==> src/rtl/upcctl_map.svh <==
// Register map, field positions, reset values and counts of the upconverter chip control.
// Assumes an APB master with 32-bit data and word-aligned byte addresses.
`ifndef UPCCTL_MAP_SVH
`define UPCCTL_MAP_SVH
`define UPCCTL_ADDR_CFR1 12'h000
`define UPCCTL_ADDR_CFR2 12'h004
`define UPCCTL_ADDR_CLOCK 12'h008
`define UPCCTL_ADDR_RATE 12'h00C
`define UPCCTL_ADDR_TUNE_FREQ 12'h010
`define UPCCTL_ADDR_TUNE_PHASE 12'h014
`define UPCCTL_ADDR_TUNE_AMP 12'h018
`define UPCCTL_ADDR_UPDATE 12'h01C
`define UPCCTL_ADDR_STATUS 12'h020
`define UPCCTL_ADDR_ACTIVE1 12'h024
`define UPCCTL_ADDR_ACTIVE2 12'h028
`define UPCCTL_ADDR_ACTIVE3 12'h02C
// Config 1 fields
`define UPCCTL_F_MODE_LO 0
`define UPCCTL_F_FMT 2
`define UPCCTL_F_GATE_INV 3
`define UPCCTL_F_PARALLEL_DATA_CLOCK_EN 4
`define UPCCTL_F_PARALLEL_DATA_CLOCK_INV 5
`define UPCCTL_F_PARALLEL_DATA_CLOCK_HALF 6
`define UPCCTL_F_HOLD_LAST 7
`define UPCCTL_F_DSP_EN 8
`define UPCCTL_F_DSP_LSB 9
`define UPCCTL_F_DSP_EARLY 10
`define UPCCTL_F_PD_DIG 11
`define UPCCTL_F_PD_DAC 12
`define UPCCTL_F_PD_CLK 13
`define UPCCTL_F_PD_AUX 14
`define UPCCTL_F_AUTO_SLEEP 15
`define UPCCTL_F_EXT_PD_FULL 16
`define UPCCTL_F_SYNC_ERR_EN 17
`define UPCCTL_F_SYNC_CLK_EN 18
`define UPCCTL_F_MATCHED 19
`define UPCCTL_F_INT_UPD 20
// Clock register fields
`define UPCCTL_F_DIV_OFF 0
`define UPCCTL_F_MULT_EN 1
`define UPCCTL_F_MULT_LO 2
`define UPCCTL_F_XTAL_LO 9
// Update register and status fields
`define UPCCTL_F_UPD_GO 0
`define UPCCTL_F_SYNC_ERR 0
`define UPCCTL_F_LOCK 1
`define UPCCTL_F_ASLEEP 2
`define UPCCTL_F_CLK_RUN 3
// Limits and reset values
`define UPCCTL_MULT_MIN 7'd12
`define UPCCTL_MULT_MAX 7'd127
`define UPCCTL_RST_CFR1 32'h0000_0000
`define UPCCTL_RST_CLOCK 32'h0000_0000
`define UPCCTL_RST_RATE 32'h0000_00FF
`define UPCCTL_FLUSH_CYCLES 8'd16
`define UPCCTL_MISMATCH_DELAY 2'd2
`endif

==> src/rtl/upcctl_pkg.sv <==
// Types of the upconverter chip control.
// Assumes upcctl_map.svh supplies the numeric constants.
package upcctl_pkg;
    typedef enum logic [1:0] {
        MODE_QUADRATURE_UPCONVERT,
        MODE_SINGLE_TONE,
        MODE_INTERP_DAC,
        MODE_SPARE
    } upcctl_mode_e;
    typedef enum logic [1:0] {
        DRIVE_LOW,
        DRIVE_MIDDLE,
        DRIVE_HIGH,
        DRIVE_SPARE
    } upcctl_drive_e;
    typedef enum {
        PWR_RUN,
        PWR_FLUSH,
        PWR_SLEEP
    } upcctl_pwr_e;
endpackage : upcctl_pkg

==> src/rtl/upcctl_top.sv <==
// Chip-level control of a quadrature upconverter: APB registers, update transfer,
// clock path, gating, power-down and sample formatting.
// Assumes an APB master on CLOCK and asynchronous pins synchronised here.
`include "upcctl_map.svh"
`timescale 1ns/1ns
`default_nettype none
module upcctl_top #(
    parameter int SAMPLE_W = 16,
    parameter int RATE_W = 16
) (
    // Clock and reset
    input wire logic CLOCK,
    input wire logic RESET,
    // APB slave
    input wire logic PSEL,
    input wire logic PENABLE,
    input wire logic PWRITE,
    input wire logic [11:0] PADDR,
    input wire logic [31:0] PWDATA,
    output logic [31:0] PRDATA,
    output logic PREADY,
    output logic PSLVERR,
    // Device pins
    input wire logic UPDATE_IN,
    output logic UPDATE_OUT,
    output logic UPDATE_OE,
    input wire logic TRANSMIT_GATE,
    input wire logic POWER_DOWN_PIN,
    input wire logic PLL_LOCK_RAW,
    input wire logic SYNC_ERR_RAW,
    // Sample path
    input wire logic [SAMPLE_W-1:0] SAMPLE_IN,
    input wire logic SAMPLE_VALID,
    output logic [SAMPLE_W-1:0] SAMPLE_OUT,
    output logic [SAMPLE_W-1:0] SERIAL_WORD,
    output logic [31:0] TUNE_FREQ,
    output logic [31:0] TUNE_PHASE,
    output logic [31:0] TUNE_AMP,
    // Clock and power controls
    output logic PARALLEL_DATA_CLOCK,
    output logic SYNC_CLK_OE,
    output logic REF_DIV_BYPASS,
    output logic MULT_ENABLE,
    output logic [6:0] MULT_FACTOR,
    output logic [1:0] CRYSTAL_REFERENCE_OUTPUT,
    output logic [1:0] MODE,
    output logic CORE_CLK_RUN,
    output logic BIAS_ON,
    output logic [3:0] BLOCK_PD,
    output logic SYNC_ERR_FLAG
);
    logic [31:0] hold_cfr1, hold_clock, hold_rate, hold_freq, hold_phase, hold_amp;
    logic [31:0] cfr1, clock_cfg, rate, act_freq, act_phase, act_amp;
    logic [31:0] freq_d1, freq_d2, amp_d1;
    logic [RATE_W-1:0] rate_cnt;
    logic upd_s1, upd_s2, upd_s3, gate_s1, gate_s2, pd_s1, pd_s2;
    logic lock_s1, lock_s2, serr_s1, serr_s2;
    logic sw_update, int_tick, transfer, gate_on, ser_phase;
    logic [7:0] flush_cnt;
    logic [SAMPLE_W-1:0] last_sample, shift_word;
    logic [4:0] bit_cnt;
    logic sync_armed;
    upcctl_pkg::upcctl_pwr_e pwr;

    function automatic logic field(input logic [31:0] w, input int pos);
        return w[pos];
    endfunction : field

    wire logic apb_wr = PSEL && PENABLE && PWRITE && PREADY;
    wire logic int_mode = field(cfr1, `UPCCTL_F_INT_UPD);
    wire logic frame_start = gate_s2 && bit_cnt == 5'd0 && !sync_armed;
    wire logic [SAMPLE_W-1:0] next_shift = field(cfr1, `UPCCTL_F_DSP_LSB) ?
        {SAMPLE_IN[0], shift_word[SAMPLE_W-1:1]} :
        {shift_word[SAMPLE_W-2:0], SAMPLE_IN[0]};

    // Pin synchronisers
    always_ff @(posedge CLOCK) begin
        upd_s1 <= UPDATE_IN;
        upd_s2 <= upd_s1;
        upd_s3 <= upd_s2;
        gate_s1 <= TRANSMIT_GATE;
        gate_s2 <= gate_s1;
        pd_s1 <= POWER_DOWN_PIN;
        pd_s2 <= pd_s1;
        lock_s1 <= PLL_LOCK_RAW;
        lock_s2 <= lock_s1;
        serr_s1 <= SYNC_ERR_RAW;
        serr_s2 <= serr_s1;
    end

    // APB: zero wait states, error on unmapped address
    always_ff @(posedge CLOCK) begin
        if (RESET) begin
            PREADY <= 1'b0;
            PSLVERR <= 1'b0;
            PRDATA <= 32'h0000_0000;
        end else begin
            PREADY <= PSEL && !PENABLE;
            PSLVERR <= 1'b0;
            if (PSEL && !PENABLE) begin
                unique case (PADDR)
                    `UPCCTL_ADDR_CFR1: PRDATA <= hold_cfr1;
                    `UPCCTL_ADDR_CLOCK: PRDATA <= hold_clock;
                    `UPCCTL_ADDR_RATE: PRDATA <= hold_rate;
                    `UPCCTL_ADDR_TUNE_FREQ: PRDATA <= hold_freq;
                    `UPCCTL_ADDR_TUNE_PHASE: PRDATA <= hold_phase;
                    `UPCCTL_ADDR_TUNE_AMP: PRDATA <= hold_amp;
                    `UPCCTL_ADDR_CFR2, `UPCCTL_ADDR_UPDATE: PRDATA <= 32'h0000_0000;
                    `UPCCTL_ADDR_ACTIVE1: PRDATA <= cfr1;
                    `UPCCTL_ADDR_ACTIVE2: PRDATA <= clock_cfg;
                    `UPCCTL_ADDR_ACTIVE3: PRDATA <= rate;
                    `UPCCTL_ADDR_STATUS: PRDATA <= {28'h000_0000, CORE_CLK_RUN,
                        pwr == upcctl_pkg::PWR_SLEEP, lock_s2, SYNC_ERR_FLAG};
                    default: begin
                        PRDATA <= 32'h0000_0000;
                        PSLVERR <= 1'b1;
                    end
                endcase
            end
        end
    end

    // Holding registers
    always_ff @(posedge CLOCK) begin
        if (RESET) begin
            hold_cfr1 <= `UPCCTL_RST_CFR1;
            hold_clock <= `UPCCTL_RST_CLOCK;
            hold_rate <= `UPCCTL_RST_RATE;
            hold_freq <= 32'h0000_0000;
            hold_phase <= 32'h0000_0000;
            hold_amp <= 32'h0000_0000;
        end else if (apb_wr) begin
            unique case (PADDR)
                `UPCCTL_ADDR_CFR1: hold_cfr1 <= PWDATA;
                `UPCCTL_ADDR_CLOCK: hold_clock <= PWDATA;
                `UPCCTL_ADDR_RATE: hold_rate <= PWDATA;
                `UPCCTL_ADDR_TUNE_FREQ: hold_freq <= PWDATA;
                `UPCCTL_ADDR_TUNE_PHASE: hold_phase <= PWDATA;
                `UPCCTL_ADDR_TUNE_AMP: hold_amp <= PWDATA;
                default: ;
            endcase
        end
    end

    assign sw_update = apb_wr && PADDR == `UPCCTL_ADDR_UPDATE && PWDATA[`UPCCTL_F_UPD_GO];
    // Pin edge as update source only while the pin is an input
    assign transfer = sw_update || int_tick || (!int_mode && upd_s2 && !upd_s3);

    // Internal update timer
    always_ff @(posedge CLOCK) begin
        if (RESET || !int_mode) begin
            rate_cnt <= '0;
        end else if (rate_cnt >= rate[RATE_W-1:0]) begin
            rate_cnt <= '0;
        end else begin
            rate_cnt <= rate_cnt + 1'b1;
        end
    end
    assign int_tick = int_mode && rate_cnt >= rate[RATE_W-1:0];

    always_ff @(posedge CLOCK) begin
        if (RESET) begin
            UPDATE_OUT <= 1'b0;
            UPDATE_OE <= 1'b0;
        end else begin
            UPDATE_OE <= int_mode;
            UPDATE_OUT <= int_tick;
        end
    end

    // Active registers copied together
    always_ff @(posedge CLOCK) begin
        if (RESET) begin
            cfr1 <= `UPCCTL_RST_CFR1;
            clock_cfg <= `UPCCTL_RST_CLOCK;
            rate <= `UPCCTL_RST_RATE;
            act_freq <= 32'h0000_0000;
            act_phase <= 32'h0000_0000;
            act_amp <= 32'h0000_0000;
        end else if (transfer) begin
            cfr1 <= hold_cfr1;
            clock_cfg <= hold_clock;
            rate <= hold_rate;
            act_freq <= hold_freq;
            act_phase <= hold_phase;
            act_amp <= hold_amp;
        end
    end

    // Clock path and static controls
    always_ff @(posedge CLOCK) begin
        if (RESET) begin
            REF_DIV_BYPASS <= 1'b0;
            MULT_ENABLE <= 1'b0;
            MULT_FACTOR <= `UPCCTL_MULT_MIN;
            CRYSTAL_REFERENCE_OUTPUT <= upcctl_pkg::DRIVE_LOW;
            MODE <= upcctl_pkg::MODE_QUADRATURE_UPCONVERT;
            SYNC_CLK_OE <= 1'b0;
            BLOCK_PD <= 4'h0;
        end else begin
            REF_DIV_BYPASS <= field(clock_cfg, `UPCCTL_F_DIV_OFF);
            MULT_ENABLE <= field(clock_cfg, `UPCCTL_F_MULT_EN);
            // Out-of-range factors clamp into 12..127
            MULT_FACTOR <= clock_cfg[`UPCCTL_F_MULT_LO +: 7] < `UPCCTL_MULT_MIN ?
                `UPCCTL_MULT_MIN : clock_cfg[`UPCCTL_F_MULT_LO +: 7];
            CRYSTAL_REFERENCE_OUTPUT <= clock_cfg[`UPCCTL_F_XTAL_LO +: 2] ==
                upcctl_pkg::DRIVE_SPARE ? upcctl_pkg::DRIVE_HIGH :
                clock_cfg[`UPCCTL_F_XTAL_LO +: 2];
            MODE <= cfr1[`UPCCTL_F_MODE_LO +: 2] == upcctl_pkg::MODE_SPARE ?
                upcctl_pkg::MODE_QUADRATURE_UPCONVERT : cfr1[`UPCCTL_F_MODE_LO +: 2];
            SYNC_CLK_OE <= field(cfr1, `UPCCTL_F_SYNC_CLK_EN);
            BLOCK_PD <= {field(cfr1, `UPCCTL_F_PD_AUX), field(cfr1, `UPCCTL_F_PD_CLK),
                field(cfr1, `UPCCTL_F_PD_DAC), field(cfr1, `UPCCTL_F_PD_DIG)};
        end
    end

    assign gate_on = gate_s2 ^ field(cfr1, `UPCCTL_F_GATE_INV);

    // Power control: auto sleep and pin power-down
    always_ff @(posedge CLOCK) begin
        if (RESET) begin
            pwr <= upcctl_pkg::PWR_RUN;
            flush_cnt <= 8'h00;
        end else begin
            unique case (pwr)
                upcctl_pkg::PWR_RUN: begin
                    flush_cnt <= 8'h00;
                    if (field(cfr1, `UPCCTL_F_AUTO_SLEEP) && !gate_on) begin
                        pwr <= upcctl_pkg::PWR_FLUSH;
                    end
                end
                upcctl_pkg::PWR_FLUSH: begin
                    flush_cnt <= flush_cnt + 8'h01;
                    if (gate_on || !field(cfr1, `UPCCTL_F_AUTO_SLEEP)) begin
                        pwr <= upcctl_pkg::PWR_RUN;
                    end else if (flush_cnt == `UPCCTL_FLUSH_CYCLES - 8'h01) begin
                        pwr <= upcctl_pkg::PWR_SLEEP;
                    end
                end
                upcctl_pkg::PWR_SLEEP: begin
                    if (gate_on || !field(cfr1, `UPCCTL_F_AUTO_SLEEP)) begin
                        pwr <= upcctl_pkg::PWR_RUN;
                    end
                end
            endcase
        end
    end

    always_ff @(posedge CLOCK) begin
        if (RESET) begin
            CORE_CLK_RUN <= 1'b1;
            BIAS_ON <= 1'b1;
        end else begin
            CORE_CLK_RUN <= pwr != upcctl_pkg::PWR_SLEEP &&
                !(pd_s2 && field(cfr1, `UPCCTL_F_EXT_PD_FULL));
            BIAS_ON <= !(pd_s2 && field(cfr1, `UPCCTL_F_EXT_PD_FULL));
        end
    end

    // Data assembler: format, gating, flush and mute
    always_ff @(posedge CLOCK) begin
        if (RESET) begin
            last_sample <= '0;
            SAMPLE_OUT <= '0;
        end else begin
            if (SAMPLE_VALID && gate_on) begin
                // Offset binary becomes two's complement by flipping the sign
                last_sample <= field(cfr1, `UPCCTL_F_FMT) ?
                    SAMPLE_IN ^ {1'b1, {(SAMPLE_W-1){1'b0}}} : SAMPLE_IN;
            end
            if (pd_s2 || pwr != upcctl_pkg::PWR_RUN) begin
                SAMPLE_OUT <= '0;
            end else if (gate_on || field(cfr1, `UPCCTL_F_HOLD_LAST)) begin
                SAMPLE_OUT <= last_sample;
            end else begin
                SAMPLE_OUT <= '0;
            end
        end
    end

    // Parallel data clock
    always_ff @(posedge CLOCK) begin
        if (RESET) begin
            ser_phase <= 1'b0;
            PARALLEL_DATA_CLOCK <= 1'b0;
        end else begin
            if (SAMPLE_VALID) begin
                ser_phase <= ~ser_phase;
            end
            PARALLEL_DATA_CLOCK <= field(cfr1, `UPCCTL_F_PARALLEL_DATA_CLOCK_EN) &&
                ((field(cfr1, `UPCCTL_F_PARALLEL_DATA_CLOCK_HALF) ? ser_phase : SAMPLE_VALID)
                ^ field(cfr1, `UPCCTL_F_PARALLEL_DATA_CLOCK_INV));
        end
    end

    // DSP serial port compatible input: frame sync on transmit gate, data on SAMPLE_IN[0]
    always_ff @(posedge CLOCK) begin
        if (RESET || !field(cfr1, `UPCCTL_F_DSP_EN)) begin
            shift_word <= '0;
            bit_cnt <= 5'd0;
            sync_armed <= 1'b0;
            SERIAL_WORD <= '0;
        end else if (SAMPLE_VALID) begin
            // Early sync: data starts the strobe after the sync; late: with it
            if (frame_start && field(cfr1, `UPCCTL_F_DSP_EARLY)) begin
                sync_armed <= 1'b1;
            end else if (frame_start || sync_armed || bit_cnt != 5'd0) begin
                sync_armed <= 1'b0;
                shift_word <= next_shift;
                bit_cnt <= bit_cnt == 5'(SAMPLE_W - 1) ? 5'd0 : bit_cnt + 5'd1;
                if (bit_cnt == 5'(SAMPLE_W - 1)) begin
                    SERIAL_WORD <= next_shift;
                end
            end
        end
    end

    // Sync error flag, set wins over clear by status write
    always_ff @(posedge CLOCK) begin
        if (RESET) begin
            SYNC_ERR_FLAG <= 1'b0;
        end else if (field(cfr1, `UPCCTL_F_SYNC_ERR_EN) && serr_s2) begin
            SYNC_ERR_FLAG <= 1'b1;
        end else if (apb_wr && PADDR == `UPCCTL_ADDR_STATUS && PWDATA[`UPCCTL_F_SYNC_ERR]) begin
            SYNC_ERR_FLAG <= 1'b0;
        end
    end

    // Tuning words: matched or staggered latency
    always_ff @(posedge CLOCK) begin
        if (RESET) begin
            freq_d1 <= 32'h0000_0000;
            freq_d2 <= 32'h0000_0000;
            amp_d1 <= 32'h0000_0000;
            TUNE_FREQ <= 32'h0000_0000;
            TUNE_PHASE <= 32'h0000_0000;
            TUNE_AMP <= 32'h0000_0000;
        end else begin
            freq_d1 <= act_freq;
            freq_d2 <= freq_d1;
            amp_d1 <= act_amp;
            if (field(cfr1, `UPCCTL_F_MATCHED)) begin
                TUNE_FREQ <= act_freq;
                TUNE_AMP <= act_amp;
            end else begin
                TUNE_FREQ <= freq_d2;
                TUNE_AMP <= amp_d1;
            end
            TUNE_PHASE <= act_phase;
        end
    end

    chk_update_copies: assert property (@(posedge CLOCK) disable iff (RESET)
        transfer |=> cfr1 == $past(hold_cfr1) && act_freq == $past(hold_freq))
        else $error("update did not copy holding registers");
    chk_hold_isolated: assert property (@(posedge CLOCK) disable iff (RESET)
        !transfer |=> $stable(cfr1) && $stable(act_amp))
        else $error("active register changed without update");
    chk_int_pulse: assert property (@(posedge CLOCK) disable iff (RESET)
        int_tick |=> UPDATE_OUT && UPDATE_OE)
        else $error("internal update pulse missing");
    chk_mult_range: assert property (@(posedge CLOCK) disable iff (RESET)
        MULT_FACTOR >= `UPCCTL_MULT_MIN)
        else $error("multiplier below minimum");
    chk_flush_sleep: assert property (@(posedge CLOCK) disable iff (RESET)
        pwr == upcctl_pkg::PWR_SLEEP |=> !CORE_CLK_RUN || $past(gate_on)
            || !$past(field(cfr1, `UPCCTL_F_AUTO_SLEEP)))
        else $error("clocks run during auto sleep");
    chk_wake_gate: assert property (@(posedge CLOCK) disable iff (RESET)
        pwr == upcctl_pkg::PWR_SLEEP && gate_on |=> pwr == upcctl_pkg::PWR_RUN)
        else $error("no wake on gate");
    chk_zero_gate: assert property (@(posedge CLOCK) disable iff (RESET)
        !gate_on && !field(cfr1, `UPCCTL_F_HOLD_LAST) |=> SAMPLE_OUT == '0)
        else $error("assembler not zero with gate off");
    chk_fast_mute: assert property (@(posedge CLOCK) disable iff (RESET)
        pd_s2 && !field(cfr1, `UPCCTL_F_EXT_PD_FULL) && pwr == upcctl_pkg::PWR_RUN
            |=> SAMPLE_OUT == '0 && CORE_CLK_RUN && BIAS_ON)
        else $error("fast recovery power-down wrong");
    chk_full_pd: assert property (@(posedge CLOCK) disable iff (RESET)
        pd_s2 && field(cfr1, `UPCCTL_F_EXT_PD_FULL) |=> !CORE_CLK_RUN && !BIAS_ON)
        else $error("full power-down wrong");
    chk_sync_flag: assert property (@(posedge CLOCK) disable iff (RESET)
        field(cfr1, `UPCCTL_F_SYNC_ERR_EN) && serr_s2 |=> SYNC_ERR_FLAG)
        else $error("sync error not flagged");
    chk_matched_words: assert property (@(posedge CLOCK) disable iff (RESET)
        field(cfr1, `UPCCTL_F_MATCHED) |=> TUNE_FREQ == $past(act_freq)
            && TUNE_AMP == $past(act_amp))
        else $error("matched latency broken");
endmodule : upcctl_top
`default_nettype wire

==> config.mk <==
export PLATFORM = sky130hd
export DESIGN_NAME = upcctl_top
export DESIGN_NICKNAME = d
export VERILOG_FILES = /design/src/rtl/upcctl_pkg.sv /design/src/rtl/upcctl_top.sv
export VERILOG_INCLUDE_DIRS = /design/src /design/src/rtl
export SDC_FILE = /design/constraint.sdc
export NUM_CORES = 1
export LEC_CHECK = 0
export ABC_CLOCK_PERIOD_IN_PS = 3300
export BUFFER_PORTS_ARGS = -buffer_cell sky130_fd_sc_hd__buf_4
export CAP_MARGIN = 10
export CORE_UTILIZATION = 50
export DETAILED_ROUTE_END_ITERATION = 6
export GPL_TIMING_DRIVEN = 0
export PLACE_DENSITY_LB_ADDON = 0.08
export SYNTH_ARGS = -nofsm -noshare
export SYNTH_HDL_FRONTEND = slang
export SYNTH_SLANG_ARGS = --single-unit
==> constraint.sdc <==
create_clock -name CLOCK -period 3.3 [get_ports CLOCK]
set_input_delay 0.66 -clock CLOCK [delete_from_list [all_inputs] [get_ports CLOCK]]
set_output_delay 0.66 -clock CLOCK [all_outputs]
set_load 0.02 [all_outputs]
==> results.json <==
{
  "multiInputGateArea_um2": 12500,
  "max_freq_mhz": 297,
  "mean_cell_area_of_the_mapped_netlist_um2": 9.39,
  "syn-num-nets": 3115,
  "routed_wire_length_per_instance_um": 25.7,
  "syn_to_final_growth_pct": 19.5,
  "worst_slack_after_detailed_placement_ns": -1.19,
  "worst_slew_pin_slew_ns": 1.40,
  "place.gp.congestion": 1.00,
  "synth-seq-cells": 742,
  "arrival_ns": 3.82,
  "hold_slack_ns": 0.129,
  "post_route_cells_drive_above_1_share_pct": 15.6,
  "ys_dominant_reg_cell": "dfxtp_1",
  "synthesis.instances": 3021,
  "synthArstFlopShare_pct": 0,
  "timing.hold.worst.class": "input port to flip-flop",
  "critPathCaptureType": "flip-flop",
  "leakage_nw": 13.0,
  "initial_utilization_pct": 51.1,
  "synth_seq_area_share_pct": 52.4,
  "final.fill_count": 4826,
  "power_per_cell_area_nw_per_um2": 552,
  "syn_area_um2": 28400,
  "start_kind": "input port",
  "outcome": "finished with violations",
  "timing.critical_path.fanout_max": 10,
  "ys.warnings.count": 0,
  "clockBufferDepth": 3,
  "area_of_the_core_um2": 55500,
  "vias_in_the_first_global_route": 22700,
  "required_time_worst_endpoint_ns": 3.75,
  "wl_mm": 107,
  "clockRootBuffer": "clkbuf_16",
  "detailedRoute.firstPassIterationCount": 6,
  "grt_max_degree": 16,
  "first_iter_violations": 2335,
  "via_count": 24100,
  "post_synth_num_cell_types": 69,
  "boundaryPins": 257,
  "clk_skew_ns": 0.0250,
  "worst-setup-path-type": "input port to flip-flop",
  "drc_violation_count_after_routing": 0,
  "remaining_antenna_violation_count_after_routing": 0,
  "rows": 86,
  "tritoncts": "done",
  "post-dp-hpwl_mm": 81.5,
  "cap_viol_max_count": 0,
  "htreeDepth": 3,
  "placed_area_um2": 31200,
  "failed_checks": "negative setup slack",
  "number_of_synthesized_flops_with_an_enable_pin": 0,
  "design_area_um2": 33900,
  "final_max_slew_viol_count": 0,
  "worstSkewPairLatency_ns": 0.64,
  "totalNegativeSetupSlack_ns": -0.152,
  "io_buffer_count": 250,
  "post-layout-total-power_mw": 18.7,
  "clock_slew_seen_by_the_registers_of_the_worst_setup_and_hold_paths_ns": 0.06,
  "grt_overflow": 0,
  "dieWidth_um": 240,
  "drt-vias-per-instance": 5.79,
  "worst_slew_margin_rel_pct": 6.89,
  "die_area_um2": 57700,
  "clock_sink_count": 742,
  "final.setup.worst_slack_ns": -0.0661,
  "final_net_count": 3450,
  "fp.dieH_um": 240,
  "area.sequential_um2": 14900,
  "fin_crit_ns": 3.37,
  "timing.final.crit_share_pct": 102,
  "setup-violations-final": 6,
  "hold_violations": 0,
  "vdd.ir_drop.worst_mv": 0.408,
  "cts-buffers-inserted": 77,
  "grt_pass1_wl_mm": 152,
  "antenna_violations_before_repair": 2,
  "track_usage_pct": 36.5
}
critical path, cell delays in order:
cell      delay [ns]
clkbuf_1        0.35
buf_2           0.45
buf_2           0.55
buf_2           0.55
mux2i_1         0.51
o22ai_1         0.16
a221oi_1        0.40
a221oi_1        0.14
per-layer routing:
layer | vias to the layer above | GRT usage (%) | wire length (um)
li1 | 10900 | - | -
met1 | 11600 | 48.4 | 43900
met2 | 1271 | 56.5 | 47300
met3 | 253 | 8.59 | 10800
met4 | 2 | 16.0 | 4520
met5 | - | 0.952 | 70
cell usage after synthesis, drive strengths merged (14+ instances only):
master,number,area [um^2]
dfxtp,742,14900
nand2,622,2330
nor2b,252,1580
a21oi,243,1220
mux2i,219,2190
nor2,165,619
clkbuf,151,567
mux2,115,1290
buf,66,399
a211oi,54,405
a22oi,38,285
nand3,33,165
inv,29,109
nor3,24,151
o21ai,24,120
and2,23,144
ha,23,288
a221oi,21,184
o22ai,17,106
nand4,14,87.6
registers in the layout (all words and copies together), names as in the netlist, 32 cells and up:
signal,count
TUNE_PHASE,32
hold_clock,32
amp_d1,32
act_amp,32
freq_d1,32
act_freq,32
hold_amp,32
hold_rate,32
cfr1,32
rate,32
hold_cfr1,32
PRDATA,32
clock_cfg,32
hold_freq,32
TUNE_FREQ,32
hold_phase,32
act_phase,32
freq_d2,32
TUNE_AMP,32
worst paths after layout:
check | slack [ns] | from | to | depth (start not counted)
max | -0.07 | PADDR[3] | PRDATA[18]$_SDFFE_PP0P_ | 8
min | 0.13 | SYNC_ERR_RAW | serr_s1$_DFF_P_ | 1
max reg2reg | 0.14 | rate[0]$_SDFFE_PP1P_ | cfr1[19]$_SDFFE_PP0P_ | 10
min reg2reg | 0.32 | upd_s1$_DFF_P_ | upd_s2$_DFF_P_ | 0
area by class of cell:
| cell class | count | area share [%] |
|---|---|---|
| multi-input combinational | 2033 | 36.9 |
| clock buffer | 104 | 6.43 |
| antenna | 1 | 0.00738 |
| clock inverter | 29 | 1.16 |
| timing repair buffer | 257 | 5.73 |
| sequential | 742 | 43.8 |
| buffer | 216 | 2.91 |
| tap | 748 | 2.76 |
| inverter | 29 | 0.321 |
through the flow:
step / cells / util (%)
final: 4159 / 61.0
after CTS: 4156 / 61.0
after global routing: 4158 / 61.0
after detailed placement: 4023 / 56.2
after floorplan: 3021 / -
after global placement: 4019 / 56.1
what timing repair did:
item                       CTS  global route
pin swaps                    1             1
setup buffers                0             3
resized for setup           17             9
setup endpoints to repair  215            51
hold buffers                 0             0
cloned                       0             0
cells by family (layout without fill, tap and decap cells):
group | after synthesis | count (layout) | share of synthesized area, %
multiplexers | 335 | 335 | 12.4
flip-flops | 742 | 742 | 52.4
XOR/XNOR | 20 | 20 | 0.618
other | 0 | 1 | 0
AND/OR/NAND/NOR | 1175 | 1175 | 19.0
adder cells (fa/ha/maj) | 23 | 23 | 1.01
buffers and inverters | 246 | 635 | 3.79
AO/OA/AOI/OAI | 480 | 480 | 10.8
layout by cell type, fill, tap and decap left out, types with 73 or more instances in the layout:
cell and instances:
nor2b_1 252, nand2_1 622, a21oi_1 242, nor2_1 163, mux2i_1 219, buf_4 262, clkbuf_16 77, clkbuf_1 156
mux2_2 73, dfxtp_1 742
power by group:
group          leakage [nW]  internal (mW)  switching, mW  total (mW)
clock                  1.25           5.13           3.67        8.80
combinational          5.75          0.232          0.658       0.890
sequential             5.98           8.99         0.0206        9.01
total                  13.0           14.4           4.35        18.7
No activity file was read; power rests on OpenSTA's default activity.
